### src/hdl/omc_map.vh
`ifndef OMC_MAP_VH
`define OMC_MAP_VH
// Register offsets
`define OMC_ADDR_ADDITIONAL_CONTROL 7'h07
`define OMC_ADDR_BYPASS_ATTENUATION 7'h28
`define OMC_ADDR_SPEAKER_MIXER 7'h32
`define OMC_ADDR_SPEAKER_VOLUME 7'h36
`define OMC_ADDR_MONO_MIXER 7'h38
// Reset values
`define OMC_RST_ADDITIONAL_CONTROL 9'h000
`define OMC_RST_BYPASS_ATTENUATION 9'h000
`define OMC_RST_SPEAKER_MIXER 9'h001
`define OMC_RST_SPEAKER_VOLUME 9'h039
`define OMC_RST_MONO_MIXER 9'h001
// Field positions
`define OMC_BIT_SLOW_TICK_ENABLE 0
`define OMC_BIT_SPK_BYPASS_ATTEN 1
`define OMC_BIT_MONO_BYPASS_ATTEN 2
`define OMC_BIT_SPK_DAC_SEL 0
`define OMC_BIT_SPK_BYPASS_SEL 1
`define OMC_BIT_SPK_SECOND_MICROPHONE_INPUT_SEL 5
`define OMC_BIT_SPK_SILENCE 6
`define OMC_BIT_SPK_CROSSING 7
`define OMC_GAIN_MSB 5
`define OMC_BIT_MONO_DAC_SEL 0
`define OMC_BIT_MONO_BYPASS_SEL 1
`define OMC_BIT_MONO_SECOND_MICROPHONE_INPUT_SEL 2
`define OMC_BIT_MONO_SILENCE 6
// Timing counts in master clock periods
`define OMC_TIMEOUT_PERIODS 32'h0020_0000
`define OMC_SLOW_TICK_PERIODS 32'h0020_0000
`endif

### src/hdl/omc_crossing_update.v
`include "omc_map.vh"

module omc_crossing_update #(
  parameter integer TIMEOUT_CYCLES = `OMC_TIMEOUT_PERIODS,
  parameter integer CNT_W = 22
) (
  input wire ref_clk,
  input wire rst_n,
  input wire gain_write,
  input wire [5:0] gain_written,
  input wire crossing_only,
  input wire timeout_run,
  input wire sample_valid,
  input wire sample_sign,
  output reg [5:0] gain_applied_reg,
  output reg pending_reg
);
  localparam integer LAST_INT = TIMEOUT_CYCLES - 1;
  localparam [CNT_W-1:0] LAST_COUNT = LAST_INT[CNT_W-1:0];
  localparam [8:0] VOL_RESET = `OMC_RST_SPEAKER_VOLUME;
  reg [5:0] gain_pending_reg;
  reg [CNT_W-1:0] wait_count_reg;
  reg last_sign_reg;
  wire crossing;
  wire timed_out;

  assign crossing = sample_valid && (sample_sign != last_sign_reg);
  assign timed_out = timeout_run && (wait_count_reg == LAST_COUNT);

  always @(posedge ref_clk or negedge rst_n) begin
    if (!rst_n) begin
      gain_applied_reg <= VOL_RESET[`OMC_GAIN_MSB:0];
      gain_pending_reg <= VOL_RESET[`OMC_GAIN_MSB:0];
      pending_reg <= 1'b0;
      wait_count_reg <= {CNT_W{1'b0}};
      last_sign_reg <= 1'b0;
    end else begin
      if (sample_valid) begin
        last_sign_reg <= sample_sign;
      end
      if (gain_write) begin
        if (crossing_only) begin
          gain_pending_reg <= gain_written;
          pending_reg <= 1'b1;
          wait_count_reg <= {CNT_W{1'b0}};
        end else begin
          gain_applied_reg <= gain_written;
          pending_reg <= 1'b0;
        end
      end else if (pending_reg) begin
        if (!crossing_only || crossing || timed_out) begin
          gain_applied_reg <= gain_pending_reg;
          pending_reg <= 1'b0;
        end else if (timeout_run) begin
          wait_count_reg <= wait_count_reg + 1'b1;
        end
      end
    end
  end
endmodule // omc_crossing_update

### src/hdl/omc_output_mixer.v
`include "omc_map.vh"

// Overview of operation
// - Speaker mixer sources: DAC, bypass, second mic
// - Speaker bypass attenuation 0dB or -10dB
// - Six-bit speaker gain, 1 dB steps
// - Speaker mute drives midrail level
// - Zero-cross bit defers gain change
// - Negative speaker output inverts positive
// - Pending gain applies after timeout
// - Timeout runs only with slow tick enable
// - Timeout has its own counter; slow tick serves debounce
// - Mono mixer sources: DAC, bypass, second mic
// - Mono bypass attenuation 0dB or -10dB
// - Mono mute drives midrail reference
module omc_output_mixer #(
  parameter integer SAMPLE_W = 16,
  parameter integer TIMEOUT_CYCLES = `OMC_TIMEOUT_PERIODS,
  parameter integer SLOW_TICK_CYCLES = `OMC_SLOW_TICK_PERIODS,
  parameter integer CNT_W = 22
) (
  input wire ref_clk,
  input wire rst_n,
  input wire [6:0] reg_addr,
  input wire [8:0] reg_wdata,
  input wire reg_write,
  input wire reg_read,
  output reg [8:0] reg_rdata,
  input wire sample_valid,
  input wire signed [SAMPLE_W-1:0] speaker_mix_sample,
  input wire signed [SAMPLE_W-1:0] single_mix_sample,
  input wire single_output_enable,
  output reg dac_to_speaker_select,
  output reg bypass_to_speaker_select,
  output reg second_mic_to_speaker_select,
  output reg speaker_bypass_attenuate,
  output reg [5:0] speaker_gain_code,
  output reg speaker_silence,
  output reg signed [SAMPLE_W-1:0] speaker_positive_out,
  output reg signed [SAMPLE_W-1:0] speaker_negative_out,
  output reg dac_to_single_select,
  output reg bypass_to_single_select,
  output reg second_mic_to_single_select,
  output reg single_bypass_attenuate,
  output reg single_output_silence,
  output reg signed [SAMPLE_W-1:0] single_output_pin,
  output reg gain_pending,
  output reg slow_tick
);
  localparam [SAMPLE_W-1:0] MIDRAIL = {SAMPLE_W{1'b0}};
  localparam integer TICK_LAST_INT = SLOW_TICK_CYCLES - 1;
  localparam [CNT_W-1:0] TICK_LAST = TICK_LAST_INT[CNT_W-1:0];
  // Reset images of the registers that feed output flops
  localparam [8:0] SPK_MIX_RESET = `OMC_RST_SPEAKER_MIXER;
  localparam [8:0] VOL_RESET = `OMC_RST_SPEAKER_VOLUME;
  localparam [8:0] MONO_MIX_RESET = `OMC_RST_MONO_MIXER;

  reg [8:0] additional_control_reg;
  reg [8:0] bypass_attenuation_control_reg;
  reg [8:0] speaker_mixer_select_reg;
  reg [8:0] speaker_volume_control_reg;
  reg [8:0] mono_mixer_control_reg;
  reg [CNT_W-1:0] tick_count_reg;
  reg [8:0] rdata_next;
  wire slow_en;
  wire add_write;
  wire byp_write;
  wire spk_mix_write;
  wire vol_write;
  wire mono_mix_write;
  wire [5:0] gain_now;
  wire pending_now;

  // Index decode shared by the write strobes and the read mux
  function hit;
    input [6:0] addr;
    input [6:0] target;
    begin
      hit = (addr == target);
    end
  endfunction

  assign slow_en = additional_control_reg[`OMC_BIT_SLOW_TICK_ENABLE];
  // Write strobes; unmapped indices hit none of them
  assign add_write = reg_write && hit(reg_addr, `OMC_ADDR_ADDITIONAL_CONTROL);
  assign byp_write = reg_write && hit(reg_addr, `OMC_ADDR_BYPASS_ATTENUATION);
  assign spk_mix_write = reg_write && hit(reg_addr, `OMC_ADDR_SPEAKER_MIXER);
  assign vol_write = reg_write && hit(reg_addr, `OMC_ADDR_SPEAKER_VOLUME);
  assign mono_mix_write = reg_write && hit(reg_addr, `OMC_ADDR_MONO_MIXER);

  // Control register bank
  always @(posedge ref_clk or negedge rst_n) begin
    if (!rst_n) begin
      additional_control_reg <= `OMC_RST_ADDITIONAL_CONTROL;
      bypass_attenuation_control_reg <= `OMC_RST_BYPASS_ATTENUATION;
      speaker_mixer_select_reg <= `OMC_RST_SPEAKER_MIXER;
      speaker_volume_control_reg <= `OMC_RST_SPEAKER_VOLUME;
      mono_mixer_control_reg <= `OMC_RST_MONO_MIXER;
    end else begin
      if (add_write) begin
        additional_control_reg <= reg_wdata;
      end
      if (byp_write) begin
        bypass_attenuation_control_reg <= reg_wdata;
      end
      if (spk_mix_write) begin
        speaker_mixer_select_reg <= reg_wdata;
      end
      if (vol_write) begin
        speaker_volume_control_reg <= reg_wdata;
      end
      if (mono_mix_write) begin
        mono_mixer_control_reg <= reg_wdata;
      end
    end
  end

  // Read mux, captured into reg_rdata on reg_read
  always @* begin
    rdata_next = 9'h000;
    if (hit(reg_addr, `OMC_ADDR_ADDITIONAL_CONTROL)) begin
      rdata_next = additional_control_reg;
    end else if (hit(reg_addr, `OMC_ADDR_BYPASS_ATTENUATION)) begin
      rdata_next = bypass_attenuation_control_reg;
    end else if (hit(reg_addr, `OMC_ADDR_SPEAKER_MIXER)) begin
      rdata_next = speaker_mixer_select_reg;
    end else if (hit(reg_addr, `OMC_ADDR_SPEAKER_VOLUME)) begin
      rdata_next = speaker_volume_control_reg;
    end else if (hit(reg_addr, `OMC_ADDR_MONO_MIXER)) begin
      rdata_next = mono_mixer_control_reg;
    end
  end

  // Deferred speaker gain, applied on crossing or timeout
  omc_crossing_update #(
    .TIMEOUT_CYCLES(TIMEOUT_CYCLES),
    .CNT_W(CNT_W)
  ) u_crossing (
    .ref_clk(ref_clk),
    .rst_n(rst_n),
    .gain_write(vol_write),
    .gain_written(reg_wdata[`OMC_GAIN_MSB:0]),
    .crossing_only(speaker_volume_control_reg[`OMC_BIT_SPK_CROSSING]),
    .timeout_run(slow_en),
    .sample_valid(sample_valid),
    .sample_sign(speaker_mix_sample[SAMPLE_W-1]),
    .gain_applied_reg(gain_now),
    .pending_reg(pending_now)
  );

  // Slow tick shared with the jack debounce
  always @(posedge ref_clk or negedge rst_n) begin
    if (!rst_n) begin
      tick_count_reg <= {CNT_W{1'b0}};
      slow_tick <= 1'b0;
    end else if (!slow_en) begin
      tick_count_reg <= {CNT_W{1'b0}};
      slow_tick <= 1'b0;
    end else if (tick_count_reg == TICK_LAST) begin
      tick_count_reg <= {CNT_W{1'b0}};
      slow_tick <= 1'b1;
    end else begin
      tick_count_reg <= tick_count_reg + 1'b1;
      slow_tick <= 1'b0;
    end
  end

  // Output flops; every pin comes straight from a register
  always @(posedge ref_clk or negedge rst_n) begin
    if (!rst_n) begin
      dac_to_speaker_select <= SPK_MIX_RESET[`OMC_BIT_SPK_DAC_SEL];
      bypass_to_speaker_select <= 1'b0;
      second_mic_to_speaker_select <= 1'b0;
      speaker_bypass_attenuate <= 1'b0;
      speaker_gain_code <= VOL_RESET[`OMC_GAIN_MSB:0];
      speaker_silence <= 1'b0;
      speaker_positive_out <= MIDRAIL;
      speaker_negative_out <= MIDRAIL;
      dac_to_single_select <= MONO_MIX_RESET[`OMC_BIT_MONO_DAC_SEL];
      bypass_to_single_select <= 1'b0;
      second_mic_to_single_select <= 1'b0;
      single_bypass_attenuate <= 1'b0;
      single_output_silence <= 1'b0;
      single_output_pin <= MIDRAIL;
      gain_pending <= 1'b0;
      reg_rdata <= 9'h000;
    end else begin
      dac_to_speaker_select <= speaker_mixer_select_reg[`OMC_BIT_SPK_DAC_SEL];
      bypass_to_speaker_select <= speaker_mixer_select_reg[`OMC_BIT_SPK_BYPASS_SEL];
      second_mic_to_speaker_select <= speaker_mixer_select_reg[`OMC_BIT_SPK_SECOND_MICROPHONE_INPUT_SEL];
      speaker_bypass_attenuate <=
        bypass_attenuation_control_reg[`OMC_BIT_SPK_BYPASS_ATTEN];
      speaker_gain_code <= gain_now;
      speaker_silence <= speaker_volume_control_reg[`OMC_BIT_SPK_SILENCE];
      // Silence holds both speaker pins at midrail
      if (speaker_volume_control_reg[`OMC_BIT_SPK_SILENCE]) begin
        speaker_positive_out <= MIDRAIL;
        speaker_negative_out <= MIDRAIL;
      end else begin
        speaker_positive_out <= speaker_mix_sample;
        speaker_negative_out <= -speaker_mix_sample;
      end
      dac_to_single_select <= mono_mixer_control_reg[`OMC_BIT_MONO_DAC_SEL];
      bypass_to_single_select <= mono_mixer_control_reg[`OMC_BIT_MONO_BYPASS_SEL];
      second_mic_to_single_select <= mono_mixer_control_reg[`OMC_BIT_MONO_SECOND_MICROPHONE_INPUT_SEL];
      single_bypass_attenuate <=
        bypass_attenuation_control_reg[`OMC_BIT_MONO_BYPASS_ATTEN];
      single_output_silence <= mono_mixer_control_reg[`OMC_BIT_MONO_SILENCE];
      // Mono pin idles at midrail while disabled or silenced
      if (!single_output_enable || mono_mixer_control_reg[`OMC_BIT_MONO_SILENCE]) begin
        single_output_pin <= MIDRAIL;
      end else begin
        single_output_pin <= single_mix_sample;
      end
      gain_pending <= pending_now;
      if (reg_read) begin
        reg_rdata <= rdata_next;
      end
    end
  end
endmodule // omc_output_mixer

### config.mk
export PLATFORM = sky130hd
export DESIGN_NAME = omc_output_mixer
export DESIGN_NICKNAME = d
export VERILOG_FILES = /design/src/hdl/omc_crossing_update.v /design/src/hdl/omc_output_mixer.v
export VERILOG_INCLUDE_DIRS = /design/src /design/src/hdl
export SDC_FILE = /design/constraint.sdc
export NUM_CORES = 1
export LEC_CHECK = 0
export BUFFER_PORTS_ARGS = -buffer_cell sky130_fd_sc_hd__buf_2
export CORE_UTILIZATION = 45
export DETAILED_ROUTE_END_ITERATION = 6
export PLACE_DENSITY = 0.66
export SYNTH_ARGS = -nofsm -noshare
export SYNTH_HDL_FRONTEND = slang
export SYNTH_HIERARCHICAL = 1
export SYNTH_SLANG_ARGS = --single-unit
### constraint.sdc
create_clock -name ref_clk -period 3.4 [get_ports ref_clk]
set_clock_uncertainty 0.1 [all_clocks]
set_input_delay 0.17 -clock ref_clk [delete_from_list [all_inputs] [get_ports ref_clk]]
set_output_delay 0.17 -clock ref_clk [all_outputs]
set_load 0.03 [all_outputs]
* Word level (Yosys, flattened, before mapping)
Index checks and enable logic that the tools add are counted.
Word-level totals: register bits 178, input port bits 54, output and inout port bits 75, logic and storage cells 85
Operators by class: reductions and logical operators 18, equal/unequal tests 11, multiplexer cells 25, $add $sub $neg 3
Operator list (count):
- 22-bit two-way mux | 7
- 16-bit two-way mux | 3
- 9-bit two-way mux | 5
- 22-bit by 1-bit adder with 22-bit output (second input constant) | 2
- 22-bit by 21-bit equality test with 1-bit output (second input constant) | 2
- 7-bit by 6-bit equality test with 1-bit output (second input constant) | 4
- 6-bit two-way mux | 4
- 16-bit negator | 1
- 7-bit by 3-bit equality test with 1-bit output (second input constant) | 1
- 1-bit logical AND | 7
- 1-bit two-way mux | 6
- 2-bit nonzero test | 3
- 2-bit != test (second input constant) | 2
- 4-bit AND reduction | 1
- 1-bit logical OR | 3
- 3-bit AND reduction | 1
- 1-bit logical NOT | 2
- 2-bit by 1-bit != test with 1-bit output (second input constant) | 1
- 2-bit AND reduction | 1
- 1-bit != test | 1

* Logic depth before layout (Yosys ltp)
depth in word-level cells 7, mapped depth 11, depth with buffers taken out 9

* Hierarchy
The synthesis kept the hierarchy.
Modules (own cells, without submodules):
- omc_output_mixer | times used 1, sequential area each 3543.4 µm², area each 5768.0 µm², cells an instance 457
- omc_crossing_update | times used 1, sequential area each 910.9 µm², area each 2059.5 µm², cells an instance 214

* Worst setup path before layout
Ideal clock, no wire load.
path type input to register, start point input port reg_addr[3], end point register u_crossing.wait_count_reg[8], stages on the path 9, path slack 0.837 ns, arrival 2.315 ns, library setup time 0.148 ns, required time 3.152 ns, buffers on the path 2, path through or3b_2 -> nor3_2 -> nand3_2 -> inv_1 -> clkbuf_1 -> inv_2 -> clkbuf_1 -> o311ai_0 -> o221ai_1
On the way: word-level cells in the longest chain between the ends 4, elaborated cells between the ends (all ways) 8, classes of those cells eq/ne (3); mux (1); reduce/logical (4)
RTL lines:
- start, declared | line omc_output_mixer.v:24 | input wire [6:0] reg_addr,
- 7-bit by 6-bit equality test with 1-bit output * | line omc_output_mixer.v:79 | hit = (addr == target);
- 1-bit logical AND * | line omc_output_mixer.v:88 | assign vol_write = reg_write && hit(reg_addr, `OMC_ADDR_SPEAKER_VOLUME);
- net vol_write | line omc_output_mixer.v:69 | wire vol_write;
- 2-bit by 1-bit != test with 1-bit output (no source line), or another cell as far along
- 4-bit AND reduction (no source line)
- end signal, assigned | line omc_crossing_update.v:35 | wait_count_reg <= {CNT_W{1'b0}};
- end signal, assigned | line omc_crossing_update.v:45 | wait_count_reg <= {CNT_W{1'b0}};
- end signal, assigned | line omc_crossing_update.v:55 | wait_count_reg <= wait_count_reg + 1'b1;
- end, declared | line omc_crossing_update.v:22 | reg [CNT_W-1:0] wait_count_reg;
The timed path passes the listed nets; every way through them passes the cells marked *. A chain may end at the register's enable or synchronous reset.

* Final worst setup path
start point register additional_control_reg[0], end point register u_crossing.wait_count_reg[13]
On the way: word-level cells in the longest chain between the ends 4, elaborated cells between the ends (all ways) 5, classes of those cells eq/ne (1); reduce/logical (4)
RTL lines:
- start, declared | line omc_output_mixer.v:58 | reg [8:0] additional_control_reg;
- start signal, assigned | line omc_output_mixer.v:94 | additional_control_reg <= `OMC_RST_ADDITIONAL_CONTROL;
- start signal, assigned | line omc_output_mixer.v:101 | additional_control_reg <= reg_wdata;
- 1-bit logical AND | line omc_crossing_update.v:28 | assign timed_out = timeout_run && (wait_count_reg == LAST_COUNT);
- 1-bit logical OR | line omc_crossing_update.v:51 | if (!crossing_only || crossing || timed_out) begin
- 2-bit by 1-bit != test with 1-bit output (no source line)
- 4-bit AND reduction (no source line) *
Mark *: on every way between the ends. The rest lies on a longest branch, timed or not.

==> impl_metrics.prom <==
# TYPE chip_impl_metric gauge
chip_impl_metric{name="drive_gt1_frac",unit=""} 0.321
chip_impl_metric{name="place_congestion",unit=""} 0.833
chip_impl_metric{name="die_y",unit="um"} 134
chip_impl_metric{name="fin_crit",unit="ps"} 2430
chip_impl_metric{name="post-cts-setup-buffer-count",unit=""} 0
chip_impl_metric{name="chipWidth",unit="um"} 134
chip_impl_metric{name="leakage",unit="nW"} 4.38
chip_impl_metric{name="clk-insertion-delay-late",unit="ps"} 430
chip_impl_metric{name="postSynthAreaPerCell",unit="um2"} 11.7
chip_impl_metric{name="slew-limit-headroom",unit=""} 0.263
chip_impl_metric{name="numCtsBuffers",unit=""} 17
chip_impl_metric{name="worstRegToRegCells",unit=""} 5
chip_impl_metric{name="post_synthesis_cells",unit=""} 671
chip_impl_metric{name="grt_max_degree",unit=""} 101
chip_impl_metric{name="synth_nets",unit=""} 728
chip_impl_info{name="final_cell_mix",value="dfrtp_1 (157), buf_2 (127), mux2_2 (59)"} 1
chip_impl_info{name="clock_root_buffer_master",value="clkbuf_16"} 1
chip_impl_metric{name="layout.area.seq",unit="um2"} 4450
chip_impl_metric{name="synth.distinct_cells",unit=""} 69
chip_impl_metric{name="start_util",unit=""} 0.467
chip_impl_metric{name="placeableCoreArea",unit="um2"} 16800
chip_impl_metric{name="synth.yosys.warnings",unit=""} 6
chip_impl_info{name="critical_path_class",value="reg2reg"} 1
chip_impl_metric{name="final.setup.tns",unit="ps"} 0
chip_impl_metric{name="wire_length_of_the_first_global_routing_pass",unit="um"} 30900
chip_impl_info{name="min_path_type",value="in2reg"} 1
chip_impl_info{name="worstSetupStartpoint",value="additional_control_reg[0]$_DFFE_PN0P_"} 1
chip_impl_metric{name="num-nets-final",unit=""} 887
chip_impl_metric{name="worst_ep_arrival_time",unit="ps"} 2640
chip_impl_info{name="most_used_flip_flop_cell_after_synthesis",value="dfrtp_1"} 1
chip_impl_metric{name="setup_viol",unit=""} 0
chip_impl_metric{name="boundary_pins",unit=""} 129
chip_impl_metric{name="via_per_inst",unit=""} 5.52
chip_impl_metric{name="cts_num_sinks",unit=""} 177
chip_impl_info{name="synth.area.top_cells",value="dfrtp_1 (50%), mux2_2 (8.5%), dfstp_2 (6.7%)"} 1
chip_impl_metric{name="drtAntennaViolNets",unit=""} 0
chip_impl_metric{name="grt.overflow.total",unit=""} 0
chip_impl_info{name="layout_commonest_cell",value="dfrtp_1"} 1
chip_impl_metric{name="grt_antenna_before_repair",unit=""} 1
chip_impl_info{name="setup.worst_path.start_class",value="register"} 1
chip_impl_metric{name="floorplan.die_area",unit="um2"} 17900
chip_impl_metric{name="design_power_total",unit="mW"} 4.78
chip_impl_info{name="worst_r2r_endpoint",value="u_crossing/wait_count_reg[13]$_DFFE_PN0P_"} 1
chip_impl_metric{name="detail_route.wirelength",unit="um"} 18500
chip_impl_metric{name="synthDominantCellAreaShare",unit=""} 0.502
chip_impl_info{name="grt_setup_unrepaired",value="false"} 1
chip_impl_metric{name="cts-htree-levels",unit=""} 4
chip_impl_metric{name="critical_path.max_fanout",unit=""} 13
chip_impl_metric{name="dp.final_hpwl",unit="um"} 12400
chip_impl_info{name="yosys.area.top_type",value="dfrtp_1"} 1
chip_impl_metric{name="critical_path_required",unit="ps"} 3610
chip_impl_metric{name="drt-pass1-iter-count",unit=""} 5
chip_impl_metric{name="final_hold_viol_count",unit=""} 0
chip_impl_metric{name="port_buffers",unit=""} 128
chip_impl_metric{name="via_count",unit=""} 5870
chip_impl_info{name="critical_path_capture_point",value="u_crossing/wait_count_reg[13]$_DFFE_PN0P_"} 1
chip_impl_info{name="critical_path.reg2reg.startpoint",value="additional_control_reg[0]$_DFFE_PN0P_"} 1
chip_impl_metric{name="final_max_slew_viol_count",unit=""} 0
chip_impl_metric{name="max_cap_viol_count",unit=""} 0
chip_impl_metric{name="row_count",unit=""} 47
chip_impl_info{name="setup.worst_path.end_class",value="register"} 1
chip_impl_metric{name="nFillCells",unit=""} 1400
chip_impl_metric{name="reg_to_reg_slack_setup",unit="ps"} 970
chip_impl_metric{name="synth_enable_flop_cells",unit=""} 0
chip_impl_metric{name="synth-seq-area-share",unit=""} 0.569
chip_impl_metric{name="vias_in_the_first_global_route",unit=""} 6195
chip_impl_metric{name="avgRoutedWirePerCell",unit="um"} 17.4
chip_impl_info{name="cts_tree",value="built"} 1
chip_impl_metric{name="timing.fmax",unit="MHz"} 411
chip_impl_metric{name="syn2layout_area_growth",unit="%"} 23.2
chip_impl_metric{name="global_route.usage.total",unit=""} 0.220
chip_impl_metric{name="post_synth_instance_area",unit="um2"} 7830
chip_impl_metric{name="clk_pin_slew",unit="ps"} 80
chip_impl_info{name="beginning_of_the_worst_hold_path",value="reg_wdata[1]"} 1
chip_impl_metric{name="min_period_over_period",unit=""} 0.716
chip_impl_metric{name="worstMarginPinSlew",unit="ps"} 1110
chip_impl_metric{name="drc",unit=""} 0
chip_impl_metric{name="power_per_cell_area",unit="nW/um2"} 496
chip_impl_metric{name="synth_seq_cells",unit=""} 177
chip_impl_metric{name="ctsLongestPathBuffers",unit=""} 2
chip_impl_metric{name="first_iter_violations",unit=""} 446
chip_impl_metric{name="ir_drop",unit="uV"} 381
chip_impl_metric{name="multi_input_comb_area",unit="um2"} 3160
chip_impl_metric{name="asyncSetResetFlopFracSynth",unit=""} 1.00
chip_impl_info{name="status",value="finished, final reports clean"} 1
-- per-stage QoR --
step | utilization | hold WS, ps | area (um2) | instances | setup WS [ps]
6_report | 0.575 | 29.0 | 9640 | 1064 | 966
5_1_grt | 0.575 | 20.1 | 9640 | 1064 | 846
3_5_place_dp | 0.518 | 158 | 8670 | 994 | 688
2_1_floorplan | - | -226 | 7830 | 671 | 837
3_3_place_gp | 0.518 | 153 | 8670 | 994 | 746
4_1_cts | 0.575 | 11.4 | 9640 | 1063 | 941
-- worst min-delay path by stage --
stage	end	slack (ps)	depth (start not counted)
after floorplan	additional_control_reg[0]$_DFFE_PN0P_	-230	0
after global placement	u_crossing/wait_count_reg[13]$_DFFE_PN0P_	150	1
after detailed placement	u_crossing/wait_count_reg[13]$_DFFE_PN0P_	160	1
after CTS	additional_control_reg[3]$_DFFE_PN0P_	10	2
after global routing	mono_mixer_control_reg[1]$_DFFE_PN0P_	20	2
final	bypass_attenuation_control_reg[1]$_DFFE_PN0P_	30	2
-- worst max-delay path, stage by stage (launching register included) --
cell and delay, ps:
dfrtp_1 620, nand2_1 130, or4_1 690, o21ai_1 480
a2bb2oi_1 220, nand2_1 70
-- power by group --
group          internal [mW]  switching, mW  total, mW
clock network           1.01          0.928       1.94
registers               2.24         0.0670       2.31
logic                  0.197          0.341      0.538
total                   3.45           1.34       4.78
-- synth_stat cells (9+ instances only) --
cell type  instances
dfrtp_1          157
mux2_2            59
nor2_1            46
nand3_1           38
nand2_1           36
nand4_1           24
and2_1            22
clkbuf_1          20
dfstp_2           20
nor2b_1           20
xor2_1            16
inv_1             15
or4_1             14
nor3_1            13
o211ai_1          12
a21oi_1           11
xnor2_1           11
a31oi_1           10
nor4_1             9
-- cell families after synthesis --
| kind of cell | Yosys count | share of synthesized area |
|---|---|---|
| flip-flops | 177 | 0.569 |
| multiplexers | 65 | 0.0930 |
| buffers and inverters | 50 | 0.0277 |
| XOR/XNOR | 27 | 0.0302 |
| AND/OR/NAND/NOR | 258 | 0.184 |
| AO/OA/AOI/OAI | 91 | 0.0910 |
| adder cells (fa/ha/maj) | 3 | 0.00480 |
-- final cells by class --
cell class	count	area share
multi-input combinational	444	0.327
inverter	16	0.00623
timing repair buffer	174	0.114
antenna	1	0.000259
clock buffer	18	0.0455
sequential	177	0.462
tap	220	0.0285
clock inverter	14	0.0165
-- layer usage --
metal,track usage,routed length (um),vias to the layer above
li1,-,-,2768
met1,0.277,7840,2886
met5,0,0,-
met3,0.0461,935,34
met2,0.369,9330,182
met4,0.0922,420,0
-- timing repair --
action | CTS | global route
hold buffers | 37 | 0
hold endpoints to repair | 119 | 0
resized for setup | 0 | 0
No activity file was read; power rests on OpenSTA's default activity.
